==> src/hw/e3rad_pkg.sv <==
/*
 * Constants, register map, field layout and types of the E3 receive
 * alarm detector.
 * Assumes a 32-bit APB slave; register byte address is four times the
 * register index.
 */
package e3rad_pkg;

    localparam int ADDR_W = 12;
    localparam int DATA_W = 32;
    localparam int REG_W = 8;

    // Register indices
    localparam logic [7:0] IDX_OVH_CFG = 8'h10;
    localparam logic [7:0] IDX_ALM_STAT = 8'h11;
    localparam logic [7:0] IDX_IRQ_ONE = 8'h14;
    localparam logic [7:0] IDX_IRQ_TWO = 8'h15;
    localparam logic [REG_W-1:0] REG_RESET = 8'h00;

    // receive_overhead_config fields
    localparam int CFG_PLD_LSB = 5;
    localparam int CFG_SEL_BIT = 4;

    // receive_alarm_status fields
    localparam int STAT_LOS_BIT = 4;
    localparam int STAT_AIS_BIT = 3;
    localparam int STAT_TMARK_BIT = 1;
    localparam int STAT_FAR_FAIL_BIT = 0;

    // Interrupt status fields
    localparam int IRQ1_LOS_BIT = 1;
    localparam int IRQ1_AIS_BIT = 0;
    localparam int IRQ2_FAR_FAIL_BIT = 3;

    // overhead_status_byte fields
    localparam int OVH_FAR_FAIL_BIT = 7;
    localparam int OVH_BLOCK_ERR_BIT = 6;
    localparam int OVH_PLD_MSB = 5;
    localparam int OVH_PLD_LSB = 3;
    localparam int OVH_TMARK_BIT = 0;

    // Detection counts
    localparam logic [5:0] LOS_ZERO_RUN = 6'h20;
    localparam logic [5:0] LOS_GOOD_RUN = 6'h20;
    localparam logic [5:0] LOS_ZERO_GROUP = 6'h04;
    localparam logic [3:0] AIS_MAX_ZEROS = 4'h7;
    localparam logic [3:0] AIS_ZERO_SAT = 4'h8;
    localparam logic [2:0] AIS_FRAMES = 3'h2;
    localparam logic [2:0] FAR_FRAMES_SHORT = 3'h3;
    localparam logic [2:0] FAR_FRAMES_LONG = 3'h5;

    localparam int ALM_AIS = 0;
    localparam int ALM_FAR = 1;
    localparam int NUM_FRAME_ALARMS = 2;

    typedef enum logic [0:0] {
        E3RAD_CLEAR = 1'b0,
        E3RAD_DECLARED = 1'b1
    } e3rad_alarm_t;

    // Byte address match for a register index
    function automatic logic e3rad_hit(logic [ADDR_W-1:0] addr,
                                       logic [7:0] idx);
        return addr == {2'b00, idx, 2'b00};
    endfunction : e3rad_hit

endpackage : e3rad_pkg

==> src/hw/e3rad_alarm.sv <==
/*
 * Per-frame alarm with one persistence count, need, for both declare and clear.
 * Assumes strobe is one cycle per frame, with bad valid in that cycle.
 */
`timescale 1ns/1ps
module e3rad_alarm (
    input wire logic clk,
    input wire logic rst_n,
    input wire logic ce,
    input wire logic strobe,
    input wire logic bad,
    input wire logic [2:0] need,
    output logic declared,
    output logic change
);
    import e3rad_pkg::*;

    e3rad_alarm_t state;
    e3rad_alarm_t next_state;
    logic [2:0] cnt;
    logic [2:0] next_cnt;
    logic next_change;
    logic evidence;
    logic [2:0] cnt_inc;

    // Counts consecutive frames pointing away from the present state
    always_comb begin
        next_state = state;
        next_cnt = cnt;
        next_change = 1'b0;
        cnt_inc = cnt + 3'h1;
        evidence = (state == E3RAD_CLEAR) ? bad : ~bad;
        if (strobe) begin
            if (!evidence) begin
                next_cnt = 3'h0;
            end else if (cnt_inc >= need) begin
                next_cnt = 3'h0;
                next_change = 1'b1;
                case (state)
                    E3RAD_CLEAR: begin
                        next_state = E3RAD_DECLARED;
                    end
                    E3RAD_DECLARED: begin
                        next_state = E3RAD_CLEAR;
                    end
                    default: begin
                        next_state = E3RAD_CLEAR;
                    end
                endcase
            end else begin
                next_cnt = cnt_inc;
            end
        end
    end

    always_ff @(posedge clk or negedge rst_n) begin
        if (!rst_n) begin
            state <= E3RAD_CLEAR;
            cnt <= 3'h0;
            change <= 1'b0;
        end else if (ce) begin
            state <= next_state;
            cnt <= next_cnt;
            change <= next_change;
        end
    end

    assign declared = (state == E3RAD_DECLARED);

endmodule : e3rad_alarm

==> src/hw/e3rad_top.sv <==
/*
 * E3 receive alarm detector: loss of signal, all-ones alarm and far-end
 * receive failure, with status pins and an APB register file.
 * Assumes line bits, frame starts and overhead bytes arrive synchronous
 * to pclk, qualified by their strobes, from the framer and line side.
 */
// Register access over APB is this design's own decision.
// What this block does
// - Declare loss of signal after 32 consecutive zero line bits.
// - Declare loss of signal while the external loss input is high.
// - Signal-absent pin is high while loss of signal is declared.
// - Loss of signal sets alarm status bit 4.
// - Loss-of-signal changes set interrupt status one bit 1.
// - Clear loss of signal after 32 bits without four zeros in a row.
// - On clearing: interrupt again, clear status bit 4, pin low.
// - Declare all-ones alarm after two frames each with seven zeros or fewer.
// - All-ones alarm changes set interrupt status one bit 0.
// - All-ones alarm drives its pin and alarm status bit 3.
// - Clear all-ones alarm after two frames each with eight zeros or more.
// - On clearing: interrupt, pin low, status bit 3 zero.
// - Count consecutive frames whose overhead byte has bit 7 set.
// - Far-end failure after 3 frames, or 5 when config bit 4 set.
// - Overhead byte: failure, block error, payload type, dependent, marker.
// - Far-end failure changes set interrupt status two bit 3.
// - Clear far-end failure after the selected count, interrupt, clear bit 0.
`timescale 1ns/1ps
module e3rad_top (
    input wire logic pclk,
    input wire logic presetn,
    input wire logic clk_en,
    input wire logic [e3rad_pkg::ADDR_W-1:0] paddr,
    input wire logic psel,
    input wire logic penable,
    input wire logic pwrite,
    input wire logic [e3rad_pkg::DATA_W-1:0] pwdata,
    input wire logic [3:0] pstrb,
    output logic [e3rad_pkg::DATA_W-1:0] prdata,
    output logic pready,
    output logic pslverr,
    input wire logic line_bit_valid,
    input wire logic line_positive_in,
    input wire logic line_negative_in,
    input wire logic external_signal_absent_in,
    input wire logic frame_start,
    input wire logic overhead_byte_valid,
    input wire logic [7:0] overhead_status_byte,
    output logic signal_absent_out,
    output logic all_ones_alarm_out,
    output logic far_fail_status
);
    import e3rad_pkg::*;

    // Line-side loss-of-signal state
    logic [5:0] zero_run;
    logic [5:0] next_zero_run;
    logic [5:0] good_run;
    logic [5:0] next_good_run;
    logic los;
    logic next_los;
    logic los_change;
    logic next_los_change;
    logic zero_bit;

    // Per-frame zero counting
    logic [3:0] frame_zeros;
    logic [3:0] next_frame_zeros;
    logic frame_seen;
    logic next_frame_seen;
    logic frame_low;

    // Overhead byte capture
    logic [2:0] pld_type;
    logic [2:0] next_pld_type;
    logic tmark;
    logic next_tmark;

    // Frame alarms
    logic [NUM_FRAME_ALARMS-1:0] alm_strobe;
    logic [NUM_FRAME_ALARMS-1:0] alm_bad;
    logic [2:0] alm_need [NUM_FRAME_ALARMS];
    logic [NUM_FRAME_ALARMS-1:0] alm_declared;
    logic [NUM_FRAME_ALARMS-1:0] alm_change;

    // Register file
    logic far_fail_count_select;
    logic next_far_fail_count_select;
    logic [REG_W-1:0] irq_one;
    logic [REG_W-1:0] next_irq_one;
    logic [REG_W-1:0] irq_two;
    logic [REG_W-1:0] next_irq_two;
    logic next_pready;
    logic next_pslverr;
    logic [DATA_W-1:0] next_prdata;
    logic next_signal_absent;
    logic next_all_ones;
    logic next_far_fail;
    logic acc;
    logic rd_done;
    logic wr_done;
    logic [REG_W-1:0] rd_val;
    logic mapped;

    assign zero_bit = ~line_positive_in & ~line_negative_in;

    // Loss of signal detection
    always_comb begin
        next_zero_run = zero_run;
        next_good_run = good_run;
        next_los = los;
        if (line_bit_valid) begin
            if (zero_bit) begin
                if (zero_run != LOS_ZERO_RUN) begin
                    next_zero_run = zero_run + 6'h01;
                end
            end else begin
                next_zero_run = 6'h00;
            end
            if (zero_bit && next_zero_run >= LOS_ZERO_GROUP) begin
                next_good_run = 6'h00;
            end else if (good_run != LOS_GOOD_RUN) begin
                next_good_run = good_run + 6'h01;
            end
            if (next_zero_run == LOS_ZERO_RUN) begin
                next_los = 1'b1;
            end else if (next_good_run == LOS_GOOD_RUN) begin
                next_los = 1'b0;
            end
        end
        // External loss also restarts the clean-run count
        if (external_signal_absent_in) begin
            next_los = 1'b1;
            next_good_run = 6'h00;
        end
        next_los_change = next_los != los;
    end

    always_ff @(posedge pclk or negedge presetn) begin
        if (!presetn) begin
            zero_run <= 6'h00;
            good_run <= 6'h00;
            los <= 1'b0;
            los_change <= 1'b0;
        end else if (clk_en) begin
            zero_run <= next_zero_run;
            good_run <= next_good_run;
            los <= next_los;
            los_change <= next_los_change;
        end
    end

    // Zeros per frame, saturating above the all-ones limit
    assign frame_low = frame_zeros <= AIS_MAX_ZEROS;

    always_comb begin
        next_frame_zeros = frame_zeros;
        next_frame_seen = frame_seen;
        next_pld_type = pld_type;
        next_tmark = tmark;
        if (frame_start) begin
            next_frame_seen = 1'b1;
            next_frame_zeros = {3'h0, line_bit_valid & zero_bit};
        end else if (line_bit_valid && zero_bit
                     && frame_zeros != AIS_ZERO_SAT) begin
            next_frame_zeros = frame_zeros + 4'h1;
        end
        if (overhead_byte_valid) begin
            next_pld_type = overhead_status_byte[OVH_PLD_MSB:OVH_PLD_LSB];
            next_tmark = overhead_status_byte[OVH_TMARK_BIT];
        end
    end

    always_ff @(posedge pclk or negedge presetn) begin
        if (!presetn) begin
            frame_zeros <= 4'h0;
            frame_seen <= 1'b0;
            pld_type <= 3'h0;
            tmark <= 1'b0;
        end else if (clk_en) begin
            frame_zeros <= next_frame_zeros;
            frame_seen <= next_frame_seen;
            pld_type <= next_pld_type;
            tmark <= next_tmark;
        end
    end

    // Frame-based alarms: all-ones and far-end failure
    assign alm_strobe[ALM_AIS] = frame_start & frame_seen;
    assign alm_bad[ALM_AIS] = frame_low;
    assign alm_need[ALM_AIS] = AIS_FRAMES;
    assign alm_strobe[ALM_FAR] = overhead_byte_valid;
    assign alm_bad[ALM_FAR] =
        overhead_status_byte[OVH_FAR_FAIL_BIT];
    assign alm_need[ALM_FAR] = far_fail_count_select ? FAR_FRAMES_LONG
        : FAR_FRAMES_SHORT;

    genvar gi;
    generate
        for (gi = 0; gi < NUM_FRAME_ALARMS; gi++) begin : g_alarm
            e3rad_alarm u_alarm (
                .clk(pclk),
                .rst_n(presetn),
                .ce(clk_en),
                .strobe(alm_strobe[gi]),
                .bad(alm_bad[gi]),
                .need(alm_need[gi]),
                .declared(alm_declared[gi]),
                .change(alm_change[gi])
            );
        end
    endgenerate

    // APB slave: ready one cycle into the access phase
    assign acc = psel & penable;
    assign rd_done = acc & pready & ~pwrite;
    assign wr_done = acc & pready & pwrite;
    assign mapped = e3rad_hit(paddr, IDX_OVH_CFG)
                    | e3rad_hit(paddr, IDX_ALM_STAT)
                    | e3rad_hit(paddr, IDX_IRQ_ONE)
                    | e3rad_hit(paddr, IDX_IRQ_TWO);

    // Read-back mux; alarm status bits come from the pin flops, the marker bit from tmark
    always_comb begin
        rd_val = REG_RESET;
        if (e3rad_hit(paddr, IDX_OVH_CFG)) begin
            rd_val[CFG_PLD_LSB +: 3] = pld_type;
            rd_val[CFG_SEL_BIT] = far_fail_count_select;
        end else if (e3rad_hit(paddr, IDX_ALM_STAT)) begin
            rd_val[STAT_LOS_BIT] = signal_absent_out;
            rd_val[STAT_AIS_BIT] = all_ones_alarm_out;
            rd_val[STAT_TMARK_BIT] = tmark;
            rd_val[STAT_FAR_FAIL_BIT] = far_fail_status;
        end else if (e3rad_hit(paddr, IDX_IRQ_ONE)) begin
            rd_val = irq_one;
        end else if (e3rad_hit(paddr, IDX_IRQ_TWO)) begin
            rd_val = irq_two;
        end
    end

    always_comb begin
        next_pready = acc & ~pready;
        next_pslverr = 1'b0;
        next_prdata = prdata;
        next_far_fail_count_select = far_fail_count_select;
        if (acc && !pready) begin
            next_pslverr = ~mapped;
            next_prdata = pwrite ? {DATA_W{1'b0}}
                                 : {{(DATA_W-REG_W){1'b0}}, rd_val};
        end
        if (wr_done && pstrb[0] && e3rad_hit(paddr, IDX_OVH_CFG)) begin
            next_far_fail_count_select = pwdata[CFG_SEL_BIT];
        end
        next_signal_absent = los;
        next_all_ones = alm_declared[ALM_AIS];
        next_far_fail = alm_declared[ALM_FAR];
    end

    // Latched change events; only bits returned by the read are cleared
    always_comb begin
        next_irq_one = irq_one;
        next_irq_two = irq_two;
        if (rd_done && e3rad_hit(paddr, IDX_IRQ_ONE)) begin
            next_irq_one = irq_one & ~prdata[REG_W-1:0];
        end
        if (rd_done && e3rad_hit(paddr, IDX_IRQ_TWO)) begin
            next_irq_two = irq_two & ~prdata[REG_W-1:0];
        end
        if (los_change) begin
            next_irq_one[IRQ1_LOS_BIT] = 1'b1;
        end
        if (alm_change[ALM_AIS]) begin
            next_irq_one[IRQ1_AIS_BIT] = 1'b1;
        end
        if (alm_change[ALM_FAR]) begin
            next_irq_two[IRQ2_FAR_FAIL_BIT] = 1'b1;
        end
    end

    always_ff @(posedge pclk or negedge presetn) begin
        if (!presetn) begin
            pready <= 1'b0;
            pslverr <= 1'b0;
            prdata <= {DATA_W{1'b0}};
            far_fail_count_select <= 1'b0;
            irq_one <= REG_RESET;
            irq_two <= REG_RESET;
            signal_absent_out <= 1'b0;
            all_ones_alarm_out <= 1'b0;
            far_fail_status <= 1'b0;
        end else if (clk_en) begin
            pready <= next_pready;
            pslverr <= next_pslverr;
            prdata <= next_prdata;
            far_fail_count_select <= next_far_fail_count_select;
            irq_one <= next_irq_one;
            irq_two <= next_irq_two;
            signal_absent_out <= next_signal_absent;
            all_ones_alarm_out <= next_all_ones;
            far_fail_status <= next_far_fail;
        end
    end

endmodule : e3rad_top

==> config.mk <==
export PLATFORM = sky130hd
export DESIGN_NAME = e3rad_top
export DESIGN_NICKNAME = d
export VERILOG_FILES = /design/src/hw/e3rad_pkg.sv /design/src/hw/e3rad_alarm.sv /design/src/hw/e3rad_top.sv
export SDC_FILE = /design/constraint.sdc
export NUM_CORES = 1
export LEC_CHECK = 0
export ABC_AREA = 0
export ABC_CLOCK_PERIOD_IN_PS = 2310
export BUFFER_PORTS_ARGS = -buffer_cell sky130_fd_sc_hd__clkbuf_2
export CAP_MARGIN = 0
export CELL_PAD_IN_SITES_DETAIL_PLACEMENT = 1
export CELL_PAD_IN_SITES_GLOBAL_PLACEMENT = 2
export CORE_ASPECT_RATIO = 0.8
export CORE_MARGIN = 2
export CORE_UTILIZATION = 32
export DETAILED_ROUTE_END_ITERATION = 10
export PLACE_DENSITY_LB_ADDON = 0.1
export SLEW_MARGIN = 20
export SYNTH_ARGS = -nofsm -noshare
export SYNTH_HDL_FRONTEND = slang
export SYNTH_SLANG_ARGS = --single-unit
export TNS_END_PERCENT = 30
==> constraint.sdc <==
create_clock -name pclk -period 2.31 [get_ports pclk]
set_input_delay 0.5775 -clock pclk [delete_from_list [all_inputs] [get_ports pclk]]
set_output_delay 0.5775 -clock pclk [all_outputs]
set_load 0.01 [all_outputs]
==> metrics.cfg <==
[synth]
synth_seq_cells = 63
yosysMostFrequentCell = dfrtp_1
ys.flop_type = dfrtp_1
synth_cell_type_count = 64
yosys.area.top_type = dfrtp_1
syn_area_per_cell_um2 = 10.50
async_reset_ff_share_pct = 100.0
seq_area_frac_synth_pct = 45.08
synth.top_cells.by_count = dfrtp_1, buf_4, nand2_1
synth_area_leaders = dfrtp_1, buf_4, mux2_2
synth_edf_count = 0
yosysWarnings = 0
synth_top_area_share_pct = 45.08
synth_area_mm2 = 0.003497
synthCells = 333

[floorplanning]
die-area_mm2 = 0.01179
initial_core_util_pct = 32.49
rows = 34
die_w_um = 120.9
die_y_um = 97.50
coreArea_mm2 = 0.01076
io_pins = 105

[clock_tree]
ctsHoldBuffers = 0
ctsHtreeMaxLevel = 3
cts_buffers = 9
cts_tree = built
root_buffer = clkbuf_16
clock_sinks = 63
cts.path.max_buffers = 2
cts_resized = 0
clk_latency_ps = 330
post-cts-setup-buffers = 0
path_clk_slew_ps = 50

[worst_setup_path]
worstPathMaxFanout = 10
timing.rr.end = good_run[0]$_DFFE_PN0P_
max_stage_delay_ps = 470
crit_required_ps = 2580
rr_worst_depth = 5
rrSetupSlack_ps = 350
worstSetupStartpointType = flop
cp-end-kind = flop
criticalPathCategory = flop to flop
slowest_stage = dfrtp_1
rr_startpoint = zero_run[1]$_DFFE_PN0P_
cp.arrival_ps = 2230
path_cells = ha_1, o211a_1, o211ai_4, o31ai_2, mux2_2

[power]
ir_drop_v = 0.0003105
swShare_pct = 25.43
p_comb_share_pct = 15.9
power_uw = 3321
leakage_uw = 0.002003
cell_internal_pwr_uw = 2477
seqPwrFrac_pct = 39.7
p_switching_uw = 844.5
power-per-cell-area_mw_per_mm2 = 785.8
p_clk_share_pct = 44.4

[global_route]
grt_antenna_before_repair = 0
overflow = 0
track_usage_pct = 16.26
grt_pass1_wl_um = 14810
grt_max_degree = 43
grt_pass1_vias = 2813

[cells_and_area]
nFillCells = 1224
antennaDiodeCount = 0
multi_input_area_mm2 = 0.001705
area_delta_synth_final_pct = 20.86
regArea_mm2 = 0.001577
final_net_count = 471
layout-drive-gt1-share_pct = 25.69

[route]
dr_total_vias = 2671
drcViolationCount = 0
via_per_inst = 4.937
ant_nets = 0
drt-total-wl_um = 8681
routedWlPerCell_um = 16.05
drt_pass1_iterations = 4
drtIter0Drc = 96

[sta]
finalCriticalPeriod_ps = 1956
rsz0062_at_grt = false
fmax_mhz = 511.2
fin_tns_setup_ps = 0
slew_viol_final = 0
period_share_pct = 84.69
hold_viol_final = 0
skew_ps = 5.850
setup_viol = 0

[placed_design]
gp_congestion = 0.7585
hpwlAfterDp_um = 6247
portBuffers = 43

[run]
drv_cap = 0

[run_status]
status = complete, no violations

[min_path]
min_path_type = input pin to async pin

-- sequential cells by signal, summed over array words and instances, names as in the netlist --
register / flops
pld_type: 3
g_alarm.u_alarm.change: 2
tmark: 1
g_alarm.u_alarm.declared: 2
g_alarm.u_alarm.cnt: 6
good_run: 6
irq_one: 8
signal_absent_out: 1
frame_seen: 1
far_fail_status: 1
pready: 1
los: 1
zero_run: 6
los_change: 1
frame_zeros: 4
prdata: 8
pslverr: 1
all_ones_alarm_out: 1
irq_two: 8
far_fail_count_select: 1
-- layout make-up --
class	instances	share of cell area, %
clock buffer	13	6.158
clock inverter	3	1.539
inverter	17	1.510
multi-input combinational	240	40.35
sequential	63	37.30
tap	144	4.263
timing repair buffer	61	8.881
-- worst max-delay path by stage --
stage | startpoint | end | slack (ps) | cells after the start
after floorplan | paddr[9] | irq_two[3]$_DFFE_PN0P_ | 400 | 5
after CTS | zero_run[1]$_DFFE_PN0P_ | good_run[0]$_DFFE_PN0P_ | 370 | 5
after global placement | paddr[1] | irq_two[5]$_DFFE_PN0P_ | 250 | 7
after global routing | g_alarm[1].u_alarm.cnt[0]$_DFFE_PN0P_ | g_alarm[1].u_alarm.cnt[0]$_DFFE_PN0P_ | 300 | 7
after detailed placement | paddr[1] | irq_one[0]$_DFFE_PN0P_ | 260 | 8
final | zero_run[1]$_DFFE_PN0P_ | good_run[0]$_DFFE_PN0P_ | 350 | 5
-- power groups by stage --
| stage | registers (uW) | logic (uW) | clock network (uW) |
|---|---|---|---|
| after detailed placement | 1340 | 535 | 0 |
| final | 1320 | 528 | 1470 |
| after global placement | 1330 | 518 | 0 |
| after CTS | 1320 | 540 | 1520 |
| after global routing | 1340 | 603 | 1570 |
| after floorplan | 1320 | 355 | 0 |
-- per-stage QoR --
stage / cells / hold slack (ps) / area (um^2) / worst slack, ps / util [%]
2_1_floorplan: 356 / 281.9 / 3583 / 403.7 / -
3_3_place_gp: 525 / 439.5 / 3901 / 251.3 / 36.25
3_5_place_dp: 525 / 444.4 / 3901 / 256.6 / 36.25
4_1_cts: 541 / 193.5 / 4227 / 373.2 / 39.27
5_1_grt: 541 / 209.0 / 4227 / 298.6 / 39.27
6_report: 541 / 180.8 / 4227 / 353.7 / 39.27
-- worst max-delay path: cells and delay by family, from the launching register on --
| family | cells | cell delay (ps) |
|---|---|---|
| AOI/OAI and AO/OA | 3 | 810 |
| DFF | 1 | 470 |
| adders and majority gates | 1 | 410 |
| muxes | 1 | 210 |
-- layer usage --
metal	GRT usage (%)	share of wire (%)	wire length, um	vias to the layer above
met5	0	0	0	-
met4	5.367	1.3	116	0
met3	4.460	3.2	279	10
met2	25.06	46	4026	37
met1	22.01	49	4258	1340
li1	-	-	-	1284
-- placed cells by master, fill, tap and decap left out, types with 5 or more instances in the layout --
cell	n
ha_1	11
nand2_1	20
clkbuf_16	9
a22o_1	15
conb_1	24
nand3_1	15
mux2_2	14
o21ai_0	17
a21o_1	5
dfrtp_1	63
clkbuf_2	43
and2_1	5
inv_1	17
nor2_1	17
buf_4	16
a21boi_0	13
nor3_1	5
-- logic make-up after synthesis --
kind of cell,share of synthesized area (%)
mux,6.011
xor+xnor,1.503
flops,45.08
fa+ha+maj,3.936
simple gates,16.28
buf+inv,8.622
other cells,0.1072
compound gates,18.46
Note: power is estimated with default switching activity, not from simulation.
